## src/common/rsp_pkg.sv

```systemverilog
// Constants shared by the reset, unit-loss and panel-stop policy logic
package rsp_pkg;

  // Policy setting encoding and legal ranges
  localparam int          POLICY_W      = 5;
  localparam logic [4:0]  POLICY_INIT   = 5'h0E;
  localparam logic [4:0]  POLICY_MAX_LO = 5'h03;
  localparam logic [4:0]  POLICY_MIN_HI = 5'h0E;
  localparam logic [4:0]  POLICY_MAX_HI = 5'h11;
  // Field positions of the folded setting (value minus range base)
  localparam int          POL_FAULT_ONLY_BIT = 0;
  localparam int          POL_TRIP_BIT       = 1;

  // Operating modes
  localparam logic [1:0]  MODE_OPER = 2'h0;
  localparam logic [1:0]  MODE_EXT  = 2'h1;
  localparam logic [1:0]  MODE_NET  = 2'h2;

  // Fault codes; values are arbitrary
  localparam logic [7:0]  FAULT_NONE      = 8'h00;
  localparam logic [7:0]  FAULT_UNIT_LOSS = 8'h5A;

  // Unit-loss interval
  localparam longint      CLK_HZ       = 20000000;
  localparam longint      LOSS_TIME_MS = 1000;
  localparam int unsigned LOSS_CYC_DEF = int'((CLK_HZ * LOSS_TIME_MS + 999) / 1000);

  // Panel-stop states
  typedef enum logic [1:0] {
    PS_IDLE = 2'b01,
    PS_HELD = 2'b10
  } rsp_ps_e;

endpackage : rsp_pkg

```

## src/core/rsp_loss_timer.sv

```systemverilog
// Disconnection interval counter for the detachable operator unit
`timescale 1ns/100ps
`default_nettype none

module rsp_loss_timer #(
  parameter int unsigned LIMIT = 20000000
) (
  input  wire logic core_clk,
  input  wire logic sys_rst,
  input  wire logic enable,
  input  wire logic present,
  output logic      expired
);

  localparam int CNT_W = $clog2(LIMIT + 1);
  localparam logic [CNT_W-1:0] LIM_C = CNT_W'(LIMIT);

  logic [CNT_W-1:0] cnt_q;

  if (LIMIT < 2) begin : g_chk
    $error("rsp_loss_timer: LIMIT must be at least 2");
  end

  // Restart on presence, held clear while disabled, saturate at the limit
  always_ff @(posedge core_clk) begin
    if (sys_rst || !enable || present) begin
      cnt_q <= '0;
    end else if (cnt_q != LIM_C) begin
      cnt_q <= cnt_q + 1'b1;
    end
  end

  // Fires once the count reaches the limit, i.e. after LIMIT absent cycles
  assign expired = enable && !present && (cnt_q == LIM_C);

endmodule : rsp_loss_timer

`default_nettype wire

```

## src/core/rsp_policy_ctrl.sv

```systemverilog
// Reset acceptance, operator-unit loss and panel-stop policy controller
`timescale 1ns/100ps
`default_nettype none

module rsp_policy_ctrl
  import rsp_pkg::*;
#(
  parameter int unsigned LOSS_CYCLES = LOSS_CYC_DEF
) (
  input  wire logic                core_clk,
  input  wire logic                sys_rst,
  input  wire logic                policy_wr,
  input  wire logic [POLICY_W-1:0] policy_wdata,
  output logic      [POLICY_W-1:0] policy_q,
  output logic                     policy_bad_q,
  input  wire logic                ext_reset_in,
  input  wire logic                comm_reset_req,
  input  wire logic                unit_reset_key,
  input  wire logic                fault_in,
  input  wire logic [7:0]          fault_in_code,
  input  wire logic                unit_present,
  input  wire logic                rs485_via_unit,
  input  wire logic                cmd_src_unit,
  input  wire logic                jog_from_unit,
  input  wire logic [1:0]          op_mode,
  input  wire logic                stop_key_panel,
  input  wire logic                stop_key_unit,
  input  wire logic                mode_key_panel,
  input  wire logic                mode_key_unit,
  input  wire logic                start_fwd,
  input  wire logic                start_rev,
  input  wire logic                motor_stopped,
  input  wire logic                stop_method_coast,
  output logic                     tripped_q,
  output logic                     fault_out,
  output logic      [7:0]          fault_code_q,
  output logic                     reset_exec_q,
  output logic                     drive_off_q,
  output logic                     accum_clr_q,
  output logic                     decel_stop_q,
  output logic                     coast_sel_q,
  output logic                     panel_stop_q,
  output logic                     ps_from_unit_q,
  output logic                     restart_ok
);

  if (LOSS_CYCLES < 2) begin : g_chk
    $error("rsp_policy_ctrl: LOSS_CYCLES must be at least 2");
  end

  rsp_ps_e ps_st_q;
  rsp_ps_e ps_st_d;

  logic [POLICY_W-1:0] pol_idx;
  logic                fault_only;
  logic                trip_sel;
  logic                ps_valid;
  logic                wr_ok;
  logic                ext_d1_q;
  logic                ext_rise;
  logic                reset_req;
  logic                reset_acc;
  logic                unit_seen_q;
  logic                unit_prev_q;
  logic                unit_drop;
  logic                loss_en;
  logic                loss_expired;
  logic                jog_stop;
  logic                src_panel;
  logic                src_unit;
  logic                in_oper;
  logic                key_any;
  logic                key_own;
  logic                ps_enter;
  logic                plain_stop;
  logic                starts_off;
  logic                ps_clear;

  // Setting decode: both ranges fold onto the same two feature bits
  always_comb begin
    if (policy_q >= POLICY_MIN_HI) begin
      pol_idx = policy_q - POLICY_MIN_HI;
    end else begin
      pol_idx = policy_q;
    end
  end

  assign fault_only = pol_idx[POL_FAULT_ONLY_BIT];
  assign trip_sel   = pol_idx[POL_TRIP_BIT];
  assign ps_valid   = policy_q >= POLICY_MIN_HI;

  assign wr_ok = (policy_wdata <= POLICY_MAX_LO) ||
                 ((policy_wdata >= POLICY_MIN_HI) && (policy_wdata <= POLICY_MAX_HI));

  // Only power-up restores the initial setting; no run or clear lock here
  always_ff @(posedge core_clk) begin
    if (sys_rst) begin
      policy_q <= POLICY_INIT;
    end else if (policy_wr && wr_ok) begin
      policy_q <= policy_wdata;
    end
  end

  always_ff @(posedge core_clk) begin
    if (sys_rst) begin
      policy_bad_q <= 1'b0;
    end else begin
      policy_bad_q <= policy_wr && !wr_ok;
    end
  end

  // Reset input acts on its rising edge so a held level resets once
  always_ff @(posedge core_clk) begin
    if (sys_rst) begin
      ext_d1_q <= 1'b0;
    end else begin
      ext_d1_q <= ext_reset_in;
    end
  end

  assign ext_rise  = ext_reset_in && !ext_d1_q;
  assign reset_req = ext_rise || comm_reset_req;

  assign reset_acc = (reset_req && (!fault_only || tripped_q)) ||
                     (unit_reset_key && tripped_q);

  // One-cycle execution pulses for the output stage and accumulators
  always_ff @(posedge core_clk) begin
    if (sys_rst) begin
      reset_exec_q <= 1'b0;
      drive_off_q  <= 1'b0;
      accum_clr_q  <= 1'b0;
    end else begin
      reset_exec_q <= reset_acc;
      drive_off_q  <= reset_acc;
      accum_clr_q  <= reset_acc;
    end
  end

  // Unit presence history
  always_ff @(posedge core_clk) begin
    if (sys_rst) begin
      unit_seen_q <= 1'b0;
      unit_prev_q <= 1'b0;
    end else begin
      unit_prev_q <= unit_present;
      if (unit_present) begin
        unit_seen_q <= 1'b1;
      end
    end
  end

  assign unit_drop = unit_prev_q && !unit_present;

  assign loss_en = trip_sel && !rs485_via_unit && unit_seen_q;

  rsp_loss_timer #(
    .LIMIT (LOSS_CYCLES)
  ) u_loss_timer (
    .core_clk (core_clk),
    .sys_rst  (sys_rst),
    .enable   (loss_en),
    .present  (unit_present),
    .expired  (loss_expired)
  );

  // A new trip cause wins over a reset arriving in the same cycle
  always_ff @(posedge core_clk) begin
    if (sys_rst) begin
      tripped_q    <= 1'b0;
      fault_code_q <= FAULT_NONE;
    end else if (loss_expired) begin
      tripped_q    <= 1'b1;
      fault_code_q <= FAULT_UNIT_LOSS;
    end else if (fault_in) begin
      tripped_q    <= 1'b1;
      fault_code_q <= fault_in_code;
    end else if (reset_acc) begin
      tripped_q    <= 1'b0;
      fault_code_q <= FAULT_NONE;
    end
  end

  // Panel stop never drives this; only real trips do
  assign fault_out = tripped_q;

  assign jog_stop = unit_drop && jog_from_unit && !trip_sel;

  // Command source: RS-485 on the unit connector owns it over both keypads
  assign src_panel = !rs485_via_unit && !cmd_src_unit;
  assign src_unit  = !rs485_via_unit && cmd_src_unit;
  assign in_oper   = op_mode == MODE_OPER;
  assign key_any   = stop_key_panel || stop_key_unit;
  assign key_own   = (stop_key_panel && src_panel) || (stop_key_unit && src_unit);

  assign ps_enter = ps_valid && key_any && !(in_oper && key_own) &&
                    (ps_st_q == PS_IDLE);
  assign plain_stop = key_any && in_oper && (!ps_valid || key_own);

  always_ff @(posedge core_clk) begin
    if (sys_rst) begin
      decel_stop_q <= 1'b0;
    end else begin
      decel_stop_q <= ps_enter || plain_stop || jog_stop;
    end
  end

  // Clear waits for standstill and released starts, from the issuing unit
  assign starts_off = !start_fwd && !start_rev;
  assign ps_clear = motor_stopped && starts_off &&
                    (ps_from_unit_q ? mode_key_unit : mode_key_panel);

  always_comb begin
    ps_st_d = ps_st_q;
    case (ps_st_q)
      PS_IDLE: begin
        if (ps_enter) begin
          ps_st_d = PS_HELD;
        end
      end
      PS_HELD: begin
        if (ext_rise || ps_clear || !ps_valid) begin
          ps_st_d = PS_IDLE;
        end
      end
      default: ps_st_d = PS_IDLE;
    endcase
  end

  always_ff @(posedge core_clk) begin
    if (sys_rst) begin
      ps_st_q <= PS_IDLE;
    end else begin
      ps_st_q <= ps_st_d;
    end
  end

  // Remember which keypad issued the stop; panel wins a tie
  always_ff @(posedge core_clk) begin
    if (sys_rst) begin
      ps_from_unit_q <= 1'b0;
    end else if (ps_enter) begin
      ps_from_unit_q <= !stop_key_panel;
    end
  end

  // A coast stop method is overridden while a panel stop is pending
  always_ff @(posedge core_clk) begin
    if (sys_rst) begin
      coast_sel_q <= 1'b0;
    end else begin
      coast_sel_q <= stop_method_coast && (ps_st_d == PS_IDLE);
    end
  end

  assign panel_stop_q = ps_st_q == PS_HELD;
  assign restart_ok   = (ps_st_q == PS_IDLE) && !tripped_q;

  policy_range_a: assert property (@(posedge core_clk) disable iff (sys_rst)
    (policy_q <= POLICY_MAX_LO) || (policy_q >= POLICY_MIN_HI && policy_q <= POLICY_MAX_HI))
    else $error("policy setting outside legal range");

  policy_init_a: assert property (@(posedge core_clk)
    $past(sys_rst) && !sys_rst |-> policy_q == POLICY_INIT)
    else $error("policy setting not initial after reset");

  policy_wr_a: assert property (@(posedge core_clk) disable iff (sys_rst)
    policy_wr && wr_ok |=> policy_q == $past(policy_wdata))
    else $error("legal policy write not taken");

  reset_ignore_a: assert property (@(posedge core_clk) disable iff (sys_rst)
    reset_req && fault_only && !tripped_q && !unit_reset_key |=> !reset_exec_q)
    else $error("reset accepted while not tripped");

  reset_accept_a: assert property (@(posedge core_clk) disable iff (sys_rst)
    reset_req && !fault_only |=> reset_exec_q && drive_off_q && accum_clr_q)
    else $error("reset not executed");

  reset_effect_a: assert property (@(posedge core_clk) disable iff (sys_rst)
    reset_exec_q |-> drive_off_q && accum_clr_q)
    else $error("reset pulse without output cut or clear");

  accum_clear_a: assert property (@(posedge core_clk) disable iff (sys_rst)
    accum_clr_q |-> $past(reset_acc))
    else $error("accumulator clear without reset");

  key_reset_a: assert property (@(posedge core_clk) disable iff (sys_rst)
    unit_reset_key && !tripped_q && !reset_req |=> !reset_exec_q)
    else $error("unit reset key honoured while not tripped");

  key_trip_a: assert property (@(posedge core_clk) disable iff (sys_rst)
    unit_reset_key && tripped_q |=> reset_exec_q)
    else $error("unit reset key ignored while tripped");

  loss_trip_a: assert property (@(posedge core_clk) disable iff (sys_rst)
    loss_expired |=> tripped_q && fault_code_q == FAULT_UNIT_LOSS && fault_out)
    else $error("unit loss did not trip");

  loss_time_a: assert property (@(posedge core_clk) disable iff (sys_rst)
    loss_en && unit_present ##1 (loss_en && !unit_present) |-> !loss_expired)
    else $error("unit loss fired too early");

  loss_cont_a: assert property (@(posedge core_clk) disable iff (sys_rst)
    !trip_sel |-> !loss_expired)
    else $error("unit loss raised under continue policy");

  loss_unseen_a: assert property (@(posedge core_clk) disable iff (sys_rst)
    !unit_seen_q |-> !loss_expired)
    else $error("unit loss without prior connection");

  loss_rs485_a: assert property (@(posedge core_clk) disable iff (sys_rst)
    rs485_via_unit |-> !loss_expired)
    else $error("unit loss raised during RS-485 use");

  jog_stop_a: assert property (@(posedge core_clk) disable iff (sys_rst)
    unit_prev_q && !unit_present && jog_from_unit && !trip_sel |=> decel_stop_q)
    else $error("unit jog not stopped on loss");

  ps_any_a: assert property (@(posedge core_clk) disable iff (sys_rst)
    ps_valid && key_any && !in_oper && ps_st_q == PS_IDLE |=> panel_stop_q && decel_stop_q)
    else $error("stop key ignored outside operator mode");

  ps_nofault_a: assert property (@(posedge core_clk) disable iff (sys_rst)
    ps_enter && !tripped_q && !fault_in && !loss_expired |=> panel_stop_q && !fault_out)
    else $error("panel stop raised fault output");

  ps_hold_a: assert property (@(posedge core_clk) disable iff (sys_rst)
    panel_stop_q && !ext_rise && !ps_clear && ps_valid |=> panel_stop_q && !restart_ok)
    else $error("panel stop left without clear");

  ps_reset_a: assert property (@(posedge core_clk) disable iff (sys_rst)
    panel_stop_q && ext_rise |=> !panel_stop_q)
    else $error("reset input did not clear panel stop");

  ps_low_a: assert property (@(posedge core_clk) disable iff (sys_rst)
    !ps_valid |=> !panel_stop_q)
    else $error("panel stop under low policy");

  low_ext_a: assert property (@(posedge core_clk) disable iff (sys_rst)
    !ps_valid && !in_oper && !jog_stop |=> !decel_stop_q)
    else $error("stop key acted outside operator mode");

  ps_coast_a: assert property (@(posedge core_clk) disable iff (sys_rst)
    panel_stop_q && ps_st_d == PS_HELD |=> !coast_sel_q)
    else $error("coast kept during panel stop");

  ps_source_a: assert property (@(posedge core_clk) disable iff (sys_rst)
    ps_valid && in_oper && stop_key_panel && !src_panel && ps_st_q == PS_IDLE |=> panel_stop_q)
    else $error("non-source key did not give panel stop");

  ps_rs485_a: assert property (@(posedge core_clk) disable iff (sys_rst)
    ps_valid && in_oper && rs485_via_unit && stop_key_panel && ps_st_q == PS_IDLE
    |=> panel_stop_q ##0 decel_stop_q)
    else $error("panel key under RS-485 not a panel stop");

  own_stop_a: assert property (@(posedge core_clk) disable iff (sys_rst)
    in_oper && key_own && ps_st_q == PS_IDLE |=> !panel_stop_q && decel_stop_q)
    else $error("source key made a panel stop");

endmodule : rsp_policy_ctrl

`default_nettype wire

```

## config.mk

```make
export PLATFORM = sky130hd
export DESIGN_NAME = rsp_policy_ctrl
export DESIGN_NICKNAME = d
export VERILOG_FILES = /design/src/common/rsp_pkg.sv /design/src/core/rsp_loss_timer.sv /design/src/core/rsp_policy_ctrl.sv
export SDC_FILE = /design/constraint.sdc
export NUM_CORES = 1
export LEC_CHECK = 0
export BUFFER_PORTS_ARGS = -buffer_cell sky130_fd_sc_hd__buf_2
export CORE_ASPECT_RATIO = 1.25
export CORE_MARGIN = 2
export CORE_UTILIZATION = 50
export DETAILED_ROUTE_END_ITERATION = 10
export PLACE_DENSITY = 0.82
export SLEW_MARGIN = 20
export SYNTH_ARGS = -nofsm -noshare
export SYNTH_HDL_FRONTEND = slang
export SYNTH_SLANG_ARGS = --single-unit
```

## constraint.sdc

```tcl
create_clock -name core_clk -period 2.1 [get_ports core_clk]
set_input_delay 0.42 -clock core_clk [delete_from_list [all_inputs] [get_ports core_clk]]
set_output_delay 0.42 -clock core_clk [all_outputs]
set_load 0.02 [all_outputs]
```

=== After elaboration in Yosys (flattened, before gate mapping) ===
Cells that the tools add are included.

* Div/mod/pow operators: 0
* Eq/ne operators: 5
* $add $sub $neg: 2
* Shifts and indexed selects: 0
* Reductions and logical operators: 59
* Muxes and demuxes: 11
* Bitwise gates (word level): 0
* Multipliers: 0
* Magnitude comparators: 4

{| class="wikitable"
|+ Operators by type and width
! kind !! number
|-
| logical AND 1 bit || 28
|-
| adder 25 x 1 -> 25 bit, second input constant || 1
|-
| == test 25 bit, second input constant || 1
|-
| != test 25 bit, second input constant || 1
|-
| 2-to-1 mux 8 bit || 2
|-
| logical NOT 1 bit || 14
|-
| logical OR 1 bit || 13
|-
| greater-or-equal comparator 5 x 4 -> 1 bit, second input constant || 2
|-
| 2-to-1 mux 7 bit || 1
|-
| 2-to-1 mux 2 bit || 3
|-
| <= comparator 5 x 2 -> 1 bit, second input constant || 1
|-
| <= comparator 5 bit, second input constant || 1
|-
| == test 2 x 1 -> 1 bit, second input constant || 2
|-
| 2-to-1 mux 1 bit || 4
|-
| one-hot mux 2 bit (2 select lines) || 1
|-
| nonzero test 3 bit || 1
|-
| == test 2 bit, second input constant || 1
|-
| logical NOT 2 bit || 1
|-
| nonzero test 2 bit || 1
|-
| OR reduction 2 bit || 1
|-
| subtractor 2 bit, second input constant || 1
|}

* Memories: 0
* Word-level logic and storage cells: 95
* Bits in writable memories: 0
* Bits in latches: 0
* Register bits after elaboration: 49
* ROM bits: 0

=== Depth between registers and ports, before layout ===
* Depth in word-level cells: 12
* Gate-level depth with buffers: 6
* Gate-level depth less buffers: 6

=== Cells and area by module ===
From an unflattened synthesis, not the netlist that was laid out.

* Cell total of the unflattened synthesis: 272
* Area total of the unflattened synthesis: 2386.0 µm²

{| class="wikitable"
|+ Modules (own cells, without submodules)
! module !! area each (µm²) !! cells an instance !! instances
|-
| rsp_loss_timer || 1278.7 || 149 || 1
|-
| rsp_policy_ctrl || 1107.3 || 123 || 1
|}

=== Least setup slack after synthesis ===
Ideal clock, no wire load.

* Path kind: reg-to-reg
* Start: register u_loss_timer.cnt_q[0]
* End: register u_loss_timer.cnt_q[14]
* Data arrival time: 1.723 ns
* Slack: 0.305 ns
* Required time: 2.027 ns
* Library setup time: 0.073 ns
* Stages on the path, launching flop included: 7
* Cell sequence: dfxtp_1 > ha_1 > nand3_1 > or4_4 > buf_6 > or3_1 > a21oi_1

* Longest elaborated chain between the ends: 1

{| class="wikitable"
|+ Ends and longest elaborated chain
! item !! RTL line !! source
|-
| from (decl) || rsp_loss_timer.sv:18 || <nowiki>logic [CNT_W-1:0] cnt_q;</nowiki>
|-
| from (signal assigned) || rsp_loss_timer.sv:29 || <nowiki>cnt_q <= cnt_q + 1'b1;</nowiki>
|-
| adder 25 x 1 -> 25 bit or != test 25 bit (tied branches) || rsp_loss_timer.sv:29, rsp_loss_timer.sv:28 ||
|}

Parallel ways exist; a longest one is shown, timed or not.
A chain may end at the register's enable or synchronous reset.

=== Final worst setup path ===
* Start: register u_loss_timer.cnt_q[4]
* End: register u_loss_timer.cnt_q[21]

The elaborated chain is that of the path after synthesis.

==> flow_metrics.py <==
metrics = {
    "detailed_routing": {
        "via_per_inst": 5.78,
        "drtAntennaViolNets": 0,
        "drtIter0Drc": 130,
        "drt_pre_antenna_iters": 4,
        "routedWlPerCell_um": 13.4,
        "totalWireLength_um": 5220,
        "drc": 0,
        "num_vias": 2244,
    },
    "clock_network": {
        "cts.clk_slew.worst_paths_ns": 0.08,
        "cts_max_path_buffers": 2,
        "tritoncts": "done",
        "cts_resized": 0,
        "cts.sinks": 49,
        "post-cts-setup-buffers": 0,
        "htreeDepth": 2,
        "cts_buffers": 5,
        "cts_hold_buf": 0,
        "cts_root_buffer": "clkbuf_8",
        "clock_latency_ns": 0.30,
    },
    "hold_path": {
        "worstHoldStart": "ext_reset_in",
        "holdPathStages": 2,
        "hold_class": "in -> reg",
        "hold_end": "ext_d1_q",
    },
    "cells_and_area": {
        "most-common-layout-cells": "buf_2 (57), dfxtp_1 (49), nor2_1 (22), a21oi_1 (22), nand2_1 (18)",
        "syn_to_final_growth_pct": 17.2,
        "final_area_mm2": 0.00277,
        "layout_commonest_cell": "buf_2",
        "antenna_cells": 0,
        "n_fill_cell": 394,
        "nets": 369,
        "final_layout_size_suffix_gt1_share_pct": 22.4,
    },
    "logic_synthesis": {
        "synth_top_area_cell": "dfxtp_1",
        "netlist_instances": 272,
        "yosysWarningCount": 0,
        "yosys-top-cells-area": "dfxtp_1 (42%), a21oi_1 (4.7%), nor2_1 (3.5%)",
        "syn_nets": 310,
        "synth.top_cell.area_share_pct": 41.6,
        "synth_edf_count": 0,
        "synth.distinct_cells": 48,
        "ys_ff_latch": 49,
        "netlist_area_mm2": 0.00236,
        "seq_area_frac_synth_pct": 41.6,
        "syn_area_per_cell_um2": 8.68,
        "async_flop_share_pct": 0,
        "synthFlopType": "dfxtp_1",
    },
    "die": {
        "die_h_um": 80.8,
        "die_w_um": 65.4,
        "num_io_pins": 58,
        "core_area_mm2": 0.00446,
        "fp.dieArea_mm2": 0.00529,
        "initial_core_util_pct": 52.9,
        "rows": 27,
    },
    "grt": {
        "grt_overflow_total": 0,
        "grt_usage_pct": 20.4,
        "grt_pass1_vias": 2033,
        "grt_max_degree": 24,
        "grt_antenna_before_repair": 0,
        "grt_pass1_wl_um": 8520,
    },
    "critical_path": {
        "rr_worst_depth": 4,
        "cpPeakStageDelay_ns": 0.59,
        "r2r-start": "u_loss_timer.cnt_q[4]",
        "cp_max_fo": 11,
        "cp_slowest_cell": "or4_4",
        "startpoint_type": "flop",
        "required_ns": 2.34,
        "crit_family": "simple AND/OR/NAND/NOR gates",
        "worstPathCellList": "nand4_4, or4_4, or4_1, a21oi_1",
        "setup.worst_path.class": "reg -> reg",
        "reg2reg_to": "u_loss_timer.cnt_q[21]",
        "r2r_setup_slack_ns": 0.19,
        "cp_num_buf_inv": 0,
        "cp-startpoint": "u_loss_timer.cnt_q[4]",
        "cp-end-kind": "flop",
        "arrival_ns": 2.15,
    },
    "status": {
        "status": "complete, no violations",
    },
    "power_and_ir_drop": {
        "vdd_drop_max_mv": 0.335,
        "total_power_uw": 1930,
        "p_per_area_mw_per_mm2": 699,
        "power_frac_clock_pct": 26.2,
        "swShare_pct": 29.2,
        "seq_power_share_pct": 52.3,
        "p_int_uw": 1370,
        "power_switching_uw": 563,
        "comb_power_share_pct": 21.4,
        "leakage_uw": 0.00105,
    },
    "sta": {
        "slew_violations": 0,
        "hold_violations": 0,
        "finalSetupViolCount": 0,
        "fin_crit_sh_pct": 91.2,
        "fin_worst_skew_ns": 0.00390,
        "tns_ns": 0,
        "fin_crit_ns": 1.91,
        "max_slew_margin_pct": 66.1,
        "tightest_slew_ns": 0.505,
        "rsz0062_at_grt": "false",
        "fmax_mhz": 522,
    },
    "place": {
        "gp_congestion": 0.834,
        "hpwl_um": 3920,
        "port_buffers": 57,
        "placed_area_mm2": 0.00269,
    },
    "run": {
        "max_cap_violations": 0,
    },
}
-- routing by layer --
metal	global-route usage, %	vias to the layer above	share of wire, %
met5	0	-	0
met4	8.54	0	1.5
met3	4.43	8	5.5
met2	36.8	69	50
met1	23.2	1042	43
li1	-	1125	-
-- worst max-delay path by stage --
stage | depth (start not counted) | end | slack (ns)
3_3_place_gp | 4 | u_loss_timer.cnt_q[21] | 0.23
3_5_place_dp | 4 | u_loss_timer.cnt_q[22] | 0.21
4_1_cts | 4 | u_loss_timer.cnt_q[21] | 0.19
5_1_grt | 5 | u_loss_timer.cnt_q[22] | 0.06
6_report | 4 | u_loss_timer.cnt_q[21] | 0.19
2_1_floorplan | 6 | u_loss_timer.cnt_q[14] | 0.30
-- logic make-up (layout without fill, tap and decap cells) --
logic type                 Yosys count  count (layout)  share of synthesized area (%)
and+or+nand+nor                    120             120                           29.5
buffers and inverters               21              79                           4.45
xor gates and xnor gates            11              11                           4.08
AOI/OAI and AO/OA                   65              65                           17.3
muxes                                2               2                          0.901
DFF                                 49              49                           41.6
adders and majority gates            4               4                           2.12
-- Yosys cell counts (2+ instances only) --
cell type and count:
a21oi_1 22, a31oi_1 9, a32oi_1 4, and2_1 2
and4_1 5, buf_4 3, buf_6 2, clkbuf_1 5
dfxtp_1 49, ha_1 4, inv_1 11, nand2_1 18
nand2b_1 4, nand3_1 11, nand4_1 9, nand4b_1 3
nor2_1 22, nor2b_1 10, nor3_1 10, nor3b_1 2
nor4_1 2, nor4b_1 4, o211ai_1 3, o21ai_0 12
o31ai_1 4, or3_1 8, or4_1 3, or4_4 2
xnor2_1 6, xor2_1 5
-- layout make-up --
| class | instances | area [µm²] | share of cell area (%) |
|---|---|---|---|
| tap | 58 | 72.6 | 2.62 |
| clock inverter | 1 | 5.00 | 0.181 |
| sequential | 49 | 981 | 35.5 |
| timing repair buffer | 62 | 323 | 11.7 |
| multi-input combinational | 202 | 1270 | 46.1 |
| inverter | 11 | 41.3 | 1.49 |
| clock buffer | 5 | 68.8 | 2.49 |
-- power by group through the flow --
| stage | Clock [µW] | Combinational, µW | Sequential, µW |
|---|---|---|---|
| 2_1_floorplan | 0 | 246 | 1070 |
| 3_3_place_gp | 0 | 405 | 1030 |
| 3_5_place_dp | 0 | 412 | 1030 |
| 4_1_cts | 524 | 414 | 1010 |
| 5_1_grt | 562 | 455 | 1020 |
| 6_report | 507 | 414 | 1010 |
-- through the flow --
step	cells	utilization [%]	setup slack, ns	hold WS (ns)
floorplan	272	-	0.305	0.430
global placement	382	60.4	0.233	0.444
detailed placement	382	60.4	0.212	0.459
CTS	388	62.0	0.189	0.342
global route	388	62.0	0.0630	0.347
finish	388	62.0	0.185	0.349
-- flip-flops by register name (all words and copies together), names as in the netlist --
register and count:
ext_d1_q 1, ps_st_q 2, fault_code_q 8, ps_from_unit_q 1, unit_seen_q 1, coast_sel_q 1
policy_q 5, policy_bad_q 1, unit_prev_q 1, u_loss_timer.cnt_q 25, decel_stop_q 1, accum_clr_q 1
fault_out 1
-- worst register-to-register path, cell delays in order, from the launching register on --
cell	delay, ns
dfxtp_1	0.48
nand4_4	0.16
or4_4	0.59
or4_1	0.49
a21oi_1	0.14
Power figures use the tool's default switching activity.
